File: src/rtl/tic_params.svh
// Purpose: constants for the timer and external interrupt control register
// Assumes: 8-bit special-function register bus
// Notes: offsets, field positions and reset value
`ifndef TIC_PARAMS_SVH
`define TIC_PARAMS_SVH
`define TIC_ADDR 8'h88
`define TIC_PAGE 8'h00
`define TIC_RESET 8'h00
`define TIC_BIT_T1_OVF 7
`define TIC_BIT_T1_RUN 6
`define TIC_BIT_T0_OVF 5
`define TIC_BIT_T0_RUN 4
`define TIC_BIT_X1_FLAG 3
`define TIC_BIT_X1_TYPE 2
`define TIC_BIT_X0_FLAG 1
`define TIC_BIT_X0_TYPE 0
`endif

File: src/rtl/tic_pkg.sv
// Purpose: types for the timer and external interrupt control register
// Assumes: nothing
// Notes: register bus access travels as one struct
package tic_pkg;
   typedef struct packed {
      logic wrEn;
      logic rdEn;
      logic bitWrEn;
      logic [7:0] addr;
      logic [7:0] page;
      logic [2:0] bitSel;
      logic [7:0] wrData;
   } tic_bus_s;
   typedef enum logic [1:0] {
      TIC_LEVEL = 2'b01,
      TIC_EDGE = 2'b10
   } tic_trig_e;
endpackage : tic_pkg

File: src/rtl/tic_ext_detect.sv
// Purpose: synchroniser and edge or level detector for one external interrupt pin
// Assumes: pin is asynchronous to clk
// Notes: polarity inverts an active-low input before detection
`timescale 1ns/100ps
module tic_ext_detect
(
   input wire logic clk,
   input wire logic reset,
   input wire logic pinIn,
   input wire logic polarityHigh,
   input wire logic edgeMode,
   output logic setPulse,
   output logic activeLevel
);
   logic sync1_r;
   logic sync2_r;
   logic prev_r;
   logic sync1_nxt;
   logic sync2_nxt;
   logic prev_nxt;
   logic act;
   logic [1:0] primed_r;
   logic [1:0] primed_nxt;

   always_comb
   begin
      sync1_nxt = pinIn;
      sync2_nxt = sync1_r;
      act = polarityHigh ? sync2_r : ~sync2_r;
      prev_nxt = act;
      // hold detection off until the synchroniser holds real pin samples
      primed_nxt = {primed_r[0], 1'b1};
   end

   always_ff @(posedge clk or posedge reset)
   begin
      if (reset)
      begin
         sync1_r <= 1'b0;
         sync2_r <= 1'b0;
         prev_r <= 1'b0;
         primed_r <= 2'h0;
      end
      else
      begin
         sync1_r <= sync1_nxt;
         sync2_r <= sync2_nxt;
         prev_r <= prev_nxt;
         primed_r <= primed_nxt;
      end
   end

   assign activeLevel = act;
   assign setPulse = primed_r[1] & (edgeMode ? (act & ~prev_r) : act);
endmodule : tic_ext_detect

File: src/rtl/tic_control.sv
// Purpose: timer run/overflow and external interrupt control register
// Assumes: special-function register bus with byte and bit writes
// Notes: hardware set wins over any clear in the same cycle
`timescale 1ns/100ps
`include "tic_params.svh"

// Functional notes
// - timer 1 overflow sets bit 7
// - timer 1 flag cleared by software or vector
// - bit 6 enables timer 1 counting
// - timer 0 overflow sets bit 5
// - timer 0 flag cleared by software or vector
// - bit 4 enables timer 0 counting
// - ext 1 flag bit 3, vector clears edge
// - ext 0 flag bit 1, vector clears edge
// - bit 2 selects ext 1 level or edge
// - bit 0 selects ext 0 level or edge
// - ext 1 polarity from separate config bit
// - ext 0 polarity from separate config bit
// - address 0x88 page 0, bit-addressable, reset zero
module tic_control
(
   input wire logic clk,
   input wire logic reset,
   input tic_pkg::tic_bus_s sfrBus,
   output logic [7:0] rdData,
   output logic rdHit,
   input wire logic timer1Overflow,
   input wire logic timer0Overflow,
   input wire logic vectorTimer1,
   input wire logic vectorTimer0,
   input wire logic vectorExt1,
   input wire logic vectorExt0,
   input wire logic ext_irq1_input,
   input wire logic ext_irq0_input,
   input wire logic ext_irq1_polarity,
   input wire logic ext_irq0_polarity,
   output logic timer1_run,
   output logic timer0_run,
   output logic [7:0] timer_irq_control
);
   logic [7:0] ctrl_r;
   logic [7:0] ctrl_nxt;
   logic [7:0] rdData_r;
   logic [7:0] rdData_nxt;
   logic rdHit_r;
   logic rdHit_nxt;
   logic hit;
   logic [7:0] wrMask;
   logic [7:0] setMask;
   logic [7:0] clrMask;
   logic x1Set;
   logic x0Set;
   logic x1Active;
   logic x0Active;
   tic_pkg::tic_trig_e x1Mode;
   tic_pkg::tic_trig_e x0Mode;

   // ----------------------------------------
   // external pin detectors
   // ----------------------------------------
   assign x1Mode = ctrl_r[`TIC_BIT_X1_TYPE] ? tic_pkg::TIC_EDGE : tic_pkg::TIC_LEVEL;
   assign x0Mode = ctrl_r[`TIC_BIT_X0_TYPE] ? tic_pkg::TIC_EDGE : tic_pkg::TIC_LEVEL;

   tic_ext_detect u_ext1
   (
      .clk(clk),
      .reset(reset),
      .pinIn(ext_irq1_input),
      .polarityHigh(ext_irq1_polarity),
      .edgeMode(x1Mode == tic_pkg::TIC_EDGE),
      .setPulse(x1Set),
      .activeLevel(x1Active)
   );

   tic_ext_detect u_ext0
   (
      .clk(clk),
      .reset(reset),
      .pinIn(ext_irq0_input),
      .polarityHigh(ext_irq0_polarity),
      .edgeMode(x0Mode == tic_pkg::TIC_EDGE),
      .setPulse(x0Set),
      .activeLevel(x0Active)
   );

   // ----------------------------------------
   // register update
   // ----------------------------------------
   // address decode
   assign hit = (sfrBus.addr == `TIC_ADDR) && (sfrBus.page == `TIC_PAGE);

   always_comb
   begin
      wrMask = 8'h00;
      if (hit && sfrBus.wrEn)
      begin
         if (sfrBus.bitWrEn)
            wrMask[sfrBus.bitSel] = 1'b1;
         else
            wrMask = 8'hff;
      end
      setMask = 8'h00;
      clrMask = 8'h00;
      setMask[`TIC_BIT_T1_OVF] = timer1Overflow;
      setMask[`TIC_BIT_T0_OVF] = timer0Overflow;
      setMask[`TIC_BIT_X1_FLAG] = x1Set;
      setMask[`TIC_BIT_X0_FLAG] = x0Set;
      clrMask[`TIC_BIT_T1_OVF] = vectorTimer1;
      clrMask[`TIC_BIT_T0_OVF] = vectorTimer0;
      clrMask[`TIC_BIT_X1_FLAG] = vectorExt1 && (x1Mode == tic_pkg::TIC_EDGE);
      clrMask[`TIC_BIT_X0_FLAG] = vectorExt0 && (x0Mode == tic_pkg::TIC_EDGE);
      ctrl_nxt = (ctrl_r & ~wrMask) | (sfrBus.wrData & wrMask);
      ctrl_nxt = (ctrl_nxt & ~clrMask) | setMask;
      rdHit_nxt = hit && sfrBus.rdEn;
      rdData_nxt = rdHit_nxt ? ctrl_r : 8'h00;
   end

   always_ff @(posedge clk or posedge reset)
   begin
      if (reset)
      begin
         ctrl_r <= `TIC_RESET;
         rdData_r <= 8'h00;
         rdHit_r <= 1'b0;
      end
      else
      begin
         ctrl_r <= ctrl_nxt;
         rdData_r <= rdData_nxt;
         rdHit_r <= rdHit_nxt;
      end
   end

   // ----------------------------------------
   // outputs
   // ----------------------------------------
   // timer 1 enable
   assign timer1_run = ctrl_r[`TIC_BIT_T1_RUN];
   assign timer0_run = ctrl_r[`TIC_BIT_T0_RUN];
   assign timer_irq_control = ctrl_r;
   assign rdData = rdData_r;
   assign rdHit = rdHit_r;
endmodule : tic_control

File: config.mk
export PLATFORM = sky130hd
export DESIGN_NAME = tic_control
export DESIGN_NICKNAME = d
export VERILOG_FILES = /design/src/rtl/tic_pkg.sv /design/src/rtl/tic_ext_detect.sv /design/src/rtl/tic_control.sv
export VERILOG_INCLUDE_DIRS = /design/src /design/src/rtl
export SDC_FILE = /design/constraint.sdc
export NUM_CORES = 1
export LEC_CHECK = 0
export ABC_AREA = 1
export BUFFER_PORTS_ARGS = -buffer_cell sky130_fd_sc_hd__buf_2
export CORE_MARGIN = 4
export CORE_UTILIZATION = 35
export CTS_CLUSTER_DIAMETER = 120
export DETAILED_ROUTE_END_ITERATION = 8
export PLACE_DENSITY = 0.71
export REMOVE_ABC_BUFFERS = 1
export SYNTH_ARGS = -nofsm -noshare
export SYNTH_HDL_FRONTEND = slang
export SYNTH_HIERARCHICAL = 1
export SYNTH_SLANG_ARGS = --single-unit
File: constraint.sdc
create_clock -name clk -period 1.7 [get_ports clk]
set_input_delay 0.34 -clock clk [delete_from_list [all_inputs] [get_ports clk]]
set_output_delay 0.34 -clock clk [all_outputs]
set_load 0.05 [all_outputs]
; Word level (Yosys, flattened, before mapping)
; Index checks and enable logic that the tools add are counted.
; W data, S select, Z words.
[totals]
reg_bits = 27
inputBits = 42
out_inout_bits = 19
[op_classes]
n_lt_le_gt_ge = 2
eq_ne = 3
n_mux = 11
n_bitwise = 15
n_reduce_logical = 7
[ops]
columns = operator, count
row1 = $and A8 B8 Y8, 3
row2 = $mux W8, 3
row3 = $not A8 Y8, 2
row4 = $or A8 B8 Y8, 2
row5 = $eq A8 B8 Y1 const B, 1
row6 = $logic_not A8 Y1, 1
row7 = $logic_and A1 B1 Y1, 6
row8 = $mux W1, 5
row9 = $and A1 B1 Y1, 4
row10 = $eq A2 B2 Y1 const B, 2
row11 = $lt A3 B4 Y1 const B, 1
row12 = $mux W2, 2
row13 = $not A1 Y1, 4
row14 = $demux W1 S3, 1
row15 = $ge A3 B1 Y1 const B, 1

; Longest topological paths before layout
; Gate-level depths: netlist (run 1).
[logic_depth]
ltp_word = 11
ltp_mapped = 8

; Hierarchy
; Netlist (run 1), hierarchy kept.
[by_module_without_submodules]
columns = module, instances, cells_per_inst, area_per_inst_um2, seq_area_each_um2
row1 = tic_control, 1, 139, 985.9, 425.4
row2 = tic_ext_detect, 2, 16, 171.4, 125.1

; Worst setup path before layout (run 1)
; Ideal clock, no wire load.
[synth_path]
path_kind = flip-flop to output port
start = register (tool-made name)
end = output port timer_irq_control[4]
arrival_ps = 904
slack_ps = 456
stages_incl_launch_ff = 2
n_path_buf = 1
path_cell_list = dfrtp_1 > buf_4
[synth_lines]
columns = element, line_no
row1 = "end, declared", tic_control.sv:40  ; output logic [7:0] timer_irq_control

==> out/metrics.yaml, run 1 <==
critical_path:
  cp_top_family: "flip-flops"
  reg2reg_slack_ps: 910
  cp_num_buf_inv: 1
  worstPathMaxFanout: 4
  start_kind: "flop"
  cp.arrival_ps: 960
  r2r-end: "timer_irq_control[3]"
  cp.depth: 1
  critical_path_class: "reg -> out"
  crit_chain: "buf_2"
  crit_end: "timer_irq_control[2]"
  reg2reg_depth: 5
  cp.required_ps: 1360
  max_stage_delay_ps: 410
  crit_path_top_delay_cell: "dfrtp_1"
  end_kind: "primary output"
finish:
  final_common_cell: "buf_2"
  layout-drive-gt1-share: 0.309
  area_delta_synth_final_pct: 29.8
  nFillCells: 392
  multi_input_area_um2: 473
  nets: 276
  stdcell_count: 281
  final_cell_mix: "buf_2, inv_1, nand2_1, dfrtp_1, nor2_1"
  n_antenna_cell: 0
  regArea_um2: 676
pwr:
  vdd_drop_max_mv: 0.505
  p_leak_nw: 1.03
  swShare: 0.248
  total_power_mw: 1.19
  clock_power_share: 0.285
  combPwrFrac: 0.154
  power.internal_mw: 0.898
  p_per_area_mw_per_mm2: 692
  p_sw_mw: 0.295
  pwr-share-seq: 0.561
timing:
  fin_crit_sh: 0.765
  setup-violations-final: 0
  relSlewSlack: 0.584
  rsz0062_at_grt: "no"
  fmaxAchievable_mhz: 769
  finalSetupTns_ps: 0
  fin_crit_ps: 1300
  max_slew.worst_pin.slew_ps: 623
  final_max_slew_viol_count: 0
  fin_skew_ps: 6.26
  hold_viol_final: 0
grt:
  grt_pass1_wl_mm: 4.78
  grt_usage: 0.121
  antenna_found_initial: 0
  grt_overflow: 0
  grt_pass1_vias: 1138
  grt_start_max_net_pins: 18
synth:
  syn_inst: 171
  synth_seq_cells: 27
  yosys.cell_types.count: 19
  synth-seq-area-share: 0.508
  avgSynthCellArea_um2: 7.77
  yosys_warnings: 6
  syn_area_mm2: 0.00133
clock_network:
  clk_path_buf_depth: 2
  clock-root-buffer: "clkbuf_8"
  clock-sinks: 27
  clock_latency_ps: 260
  htreeDepth: 1
  clkTransAtPathRegs_ps: 80
  cts_buffers: 3
  cts_tree: "done"
  post-cts-setup-buffers: 0
detailed_routing:
  drt-met1-wl_mm: 1.21
  dr.pass1.iters: 4
  wl_per_cell_um: 9.94
  avgViaCountPerCell: 4.24
  vias: 1192
  dr_wl_met2_mm: 1.29
  ant_nets: 0
  drc_errors: 0
  first_iter_violations: 60
  dr_wl_met3_um: 279
  drt_wl_total_mm: 2.79
  highest_layer: "met4"
floorplan:
  die_x_um: 69.6
  fp-row-count: 22
  ios: 61
  initial_utilization: 0.363
  core_area_mm2: 0.00366
  die-area_mm2: 0.00485
  die_h_um: 69.6
placement:
  gp_congestion: 0.809
  dp_hpwl_mm: 2.34
  io_buffers: 60
  placed_cells: 276
job:
  maxCapViolCount: 0
outcome:
  status: "complete, no violations"
worst_hold_path:
  holdCritPathClass: "in -> reg"
==> metrics by stage <==
| step | setup WS [ps] | hold slack (ps) | utilization | area, um2 |
|---|---|---|---|---|
| 2_1_floorplan | 443 | 119 | - | 1310 |
| 3_3_place_gp | 305 | 269 | 0.456 | 1670 |
| 3_5_place_dp | 284 | 260 | 0.456 | 1670 |
| 4_1_cts | 374 | 170 | 0.471 | 1730 |
| 5_1_grt | 339 | 165 | 0.471 | 1730 |
| 6_report | 399 | 181 | 0.471 | 1730 |
==> cells in the mapped netlist (all sizes together) <==
| cell type | number | area share |
|---|---|---|
| a21oi | 4 | 0.015 |
| a31oi | 2 | 0.0094 |
| and2 | 1 | 0.0047 |
| buf | 2 | 0.011 |
| clkbuf | 1 | 0.0028 |
| conb | 2 | 0.0057 |
| dfrtp | 27 | 0.51 |
| inv | 43 | 0.12 |
| nand2 | 36 | 0.11 |
| nand3 | 12 | 0.053 |
| nand4 | 8 | 0.038 |
| nor2 | 27 | 0.097 |
| nor3 | 2 | 0.0075 |
| o31ai | 2 | 0.011 |
| or2 | 2 | 0.0094 |
==> cell type report <==
type,count,area share
Clock buffer,4,0.0261
Inverter,43,0.0935
Multi-Input combinational cell,98,0.274
Sequential cell,27,0.392
Tap cell,48,0.0348
Timing Repair Buffer,61,0.180
==> power by group through the flow <==
| stage | Sequential (mW) | Clock [mW] | Combinational (mW) |
|---|---|---|---|
| 4_1_cts | 0.670 | 0.365 | 0.186 |
| 3_5_place_dp | 0.683 | 0 | 0.184 |
| 6_report | 0.670 | 0.340 | 0.183 |
| 2_1_floorplan | 0.711 | 0 | 0.0726 |
| 5_1_grt | 0.673 | 0.387 | 0.209 |
| 3_3_place_gp | 0.682 | 0 | 0.182 |
==> kinds of logic after synthesis <==
group / after synthesis / share of synthesized area
compound gates: 8 / 0.0358
buf+inv: 46 / 0.136
flops: 27 / 0.508
other cells: 2 / 0.00565
simple gates: 88 / 0.315
==> how the worst min path moves through the flow <==
stage,start,endpoint,cells after the start
floorplan,reset,u_ext0/prev_r,1
global placement,reset,u_ext0/primed_r[0],2
detailed placement,reset,u_ext1/sync1_r,2
CTS,ext_irq0_input,u_ext0/sync1_r,1
global route,ext_irq1_input,u_ext1/sync1_r,1
finish,ext_irq0_input,u_ext0/sync1_r,1
==> layer usage <==
| layer | global-route usage | vias up |
|---|---|---|
| met5 | 0 | - |
| met4 | 0.0191 | 0 |
| met3 | 0.0493 | 2 |
| met2 | 0.196 | 43 |
| met1 | 0.154 | 516 |
| li1 | - | 631 |
==> repair_timing <==
action	in CTS	in global routing
gates resized for setup	0	0
hold buffers	1	0
endpoints found under the hold margin	10	0
No activity file was read; power rests on OpenSTA's default activity.
==> inputs of run 2 (changes only) <==
PLACE_DENSITY = 0.73   (was 0.71)
clock period = 1.1 ns   (was 1.7 ns; I/O delays follow)
==> run 2 against run 1 <==
Effect of this change: die area is the same; sequential share of layout area fell by 2.8 points; via count increased by 3.9%; register-to-register slack got worse by 720 ps; worst setup slack got worse by 390 ps; clock power increased by 62%; critical path depth is the same; utilization increased by 3.6 points; sequential power increased by 55%; clock skew rose by 4.8 ps; largest cell class unchanged.
==> out/metrics.yaml, run 2 (synthesis results as in run 1) <==
finish:
  final_cell_area_mm2: 0.00186
  nFillCells: 354
  final_cell_mix: "inv_1, buf_2, nand2_1, dfrtp_1, nor2_1"
  multi_input_area_um2: 475
  nets: 284
  area_delta_synth_final_pct: 39.7
  n_antenna_cell: 0
  regArea_um2: 676
  layout-drive-gt1-share: 0.340
  final_common_cell: "inv_1"
placement:
  place_area_mm2: 0.00172
  post-place-ws_ps: -162
  gp_congestion: 0.892
  io_buffers: 60
  dp_hpwl_mm: 2.42
floorplan:
  core_area_mm2: 0.00366
  die_h_um: 69.6
  die-area_mm2: 0.00485
  initial_utilization: 0.363
  ios: 61
  fp-row-count: 22
  die_x_um: 69.6
pwr:
  power.internal_mw: 1.40
  total_power_mw: 1.89
  p_sw_mw: 0.491
  pwr-share-seq: 0.549
  p_leak_nw: 1.10
  p_per_area_mw_per_mm2: 1020
  clock_power_share: 0.290
  swShare: 0.259
  vdd_drop_max_mv: 1.05
  combPwrFrac: 0.161
timing:
  worst_slack_ps: 6.71
  fin_skew_ps: 11.0
  final_max_slew_viol_count: 0
  finalSetupTns_ps: 0
  worst_hold_slack_ps: 55.7
  setup-violations-final: 0
  fin_crit_ps: 1090
  fin_crit_sh: 0.994
  fmaxAchievable_mhz: 915
  hold_viol_final: 0
  rsz0062_at_grt: "yes"
detailed_routing:
  drc_errors: 0
  first_iter_violations: 22
  ant_nets: 0
  vias: 1238
  wl_per_cell_um: 10.3
  dr.pass1.iters: 4
  drt_wl_total_mm: 2.97
  avgViaCountPerCell: 4.28
critical_path:
  cp.required_ps: 880
  crit_path_top_delay_cell: "dfrtp_1"
  max_stage_delay_ps: 410
  critical_path_class: "reg -> out"
  cp.arrival_ps: 870
  cp_num_buf_inv: 1
  cp_top_family: "flip-flops"
  crit_chain: "buf_4"
  start_kind: "flop"
  worstPathMaxFanout: 3
  end_kind: "primary output"
grt:
  met3_usage: 0.0507
  gr-usage-met2: 0.218
  antenna_found_initial: 0
  grt_pass1_wl_mm: 4.79
  grt_use_met1: 0.135
  grt_usage: 0.121
  grt_pass1_vias: 1192
  top_usage_layer: "met2"
  grt_start_max_net_pins: 18
  grt_overflow: 0
clock_network:
  clock_latency_ps: 270
  clkTransAtPathRegs_ps: 90
  clock-root-buffer: "clkbuf_8"
  cts_tree: "done"
  cts_buffers: 3
  clk_path_buf_depth: 2
  htreeDepth: 1
  clock-sinks: 27
worst_hold_path:
  holdCritPathClass: "in -> reg"
job:
  maxCapViolCount: 0
outcome:
  status: "complete, no violations"
## run 2: changes by cell type in the layout (fill, tap and decap cells not counted)
cell and delta:
clkinv_2 +1, nand2_1 -1, buf_6 +6, buf_2 -18, buf_4 +20, nand2_2 +1
clkbuf_1 -1
## run 2: cell type report
class,count,share of cell area
timing repair buffer,69,0.236
sequential,27,0.364
clock buffer,3,0.0222
multi-input combinational,98,0.256
tap,48,0.0323
clock inverter,1,0.00270
inverter,43,0.0869
## run 2: timing repair
action	in CTS	in global routing
hold endpoints to repair	27	0
gates resized for setup	9	26
hold buffers	1	0
endpoints found under the setup margin	10	20
setup buffers	1	1
## run 2: power by group through the flow
stage / clock network [mW] / registers [mW] / logic (mW)
floorplan: 0 / 1.10 / 0.112
global placement: 0 / 1.05 / 0.286
detailed placement: 0 / 1.06 / 0.289
CTS: 0.570 / 1.04 / 0.301
global route: 0.609 / 1.04 / 0.344
finish: 0.550 / 1.04 / 0.304
## run 2: worst register-to-register path: cells and delay by family, from the launching register on
kind | cells | cell delay, ps
simple gates | 4 | 240
buf+inv | 2 | 190
flops | 1 | 410
## run 2: worst paths after layout
| kind | from | to | slack, ps | cells past startpoint |
|---|---|---|---|---|
| setup / recovery | flop | timer_irq_control[6] | 7 | 1 |
| hold / removal | ext_irq0_input | u_ext0/sync1_r | 60 | 1 |
| setup reg to reg | flop | timer_irq_control[3] | 190 | 6 |
| hold reg to reg | u_ext0/sync1_r | u_ext0/sync2_r | 350 | 0 |
| max in group asynchronous | reset | timer_irq_control[3] | 410 | 4 |
| min in group asynchronous | reset | u_ext0/primed_r[1] | 400 | 3 |
## run 2: metrics by stage
step,std cells,utilization
3_5_place_dp,282,0.469
6_report,289,0.507
5_1_grt,289,0.507
2_1_floorplan,168,-
4_1_cts,288,0.492
3_3_place_gp,282,0.469
## run 2: routing by layer
metal	vias to the layer above	share of wire
li1	647	-
met5	-	0
met1	543	0.39
met3	2	0.092
met4	0	0.0040
met2	46	0.51
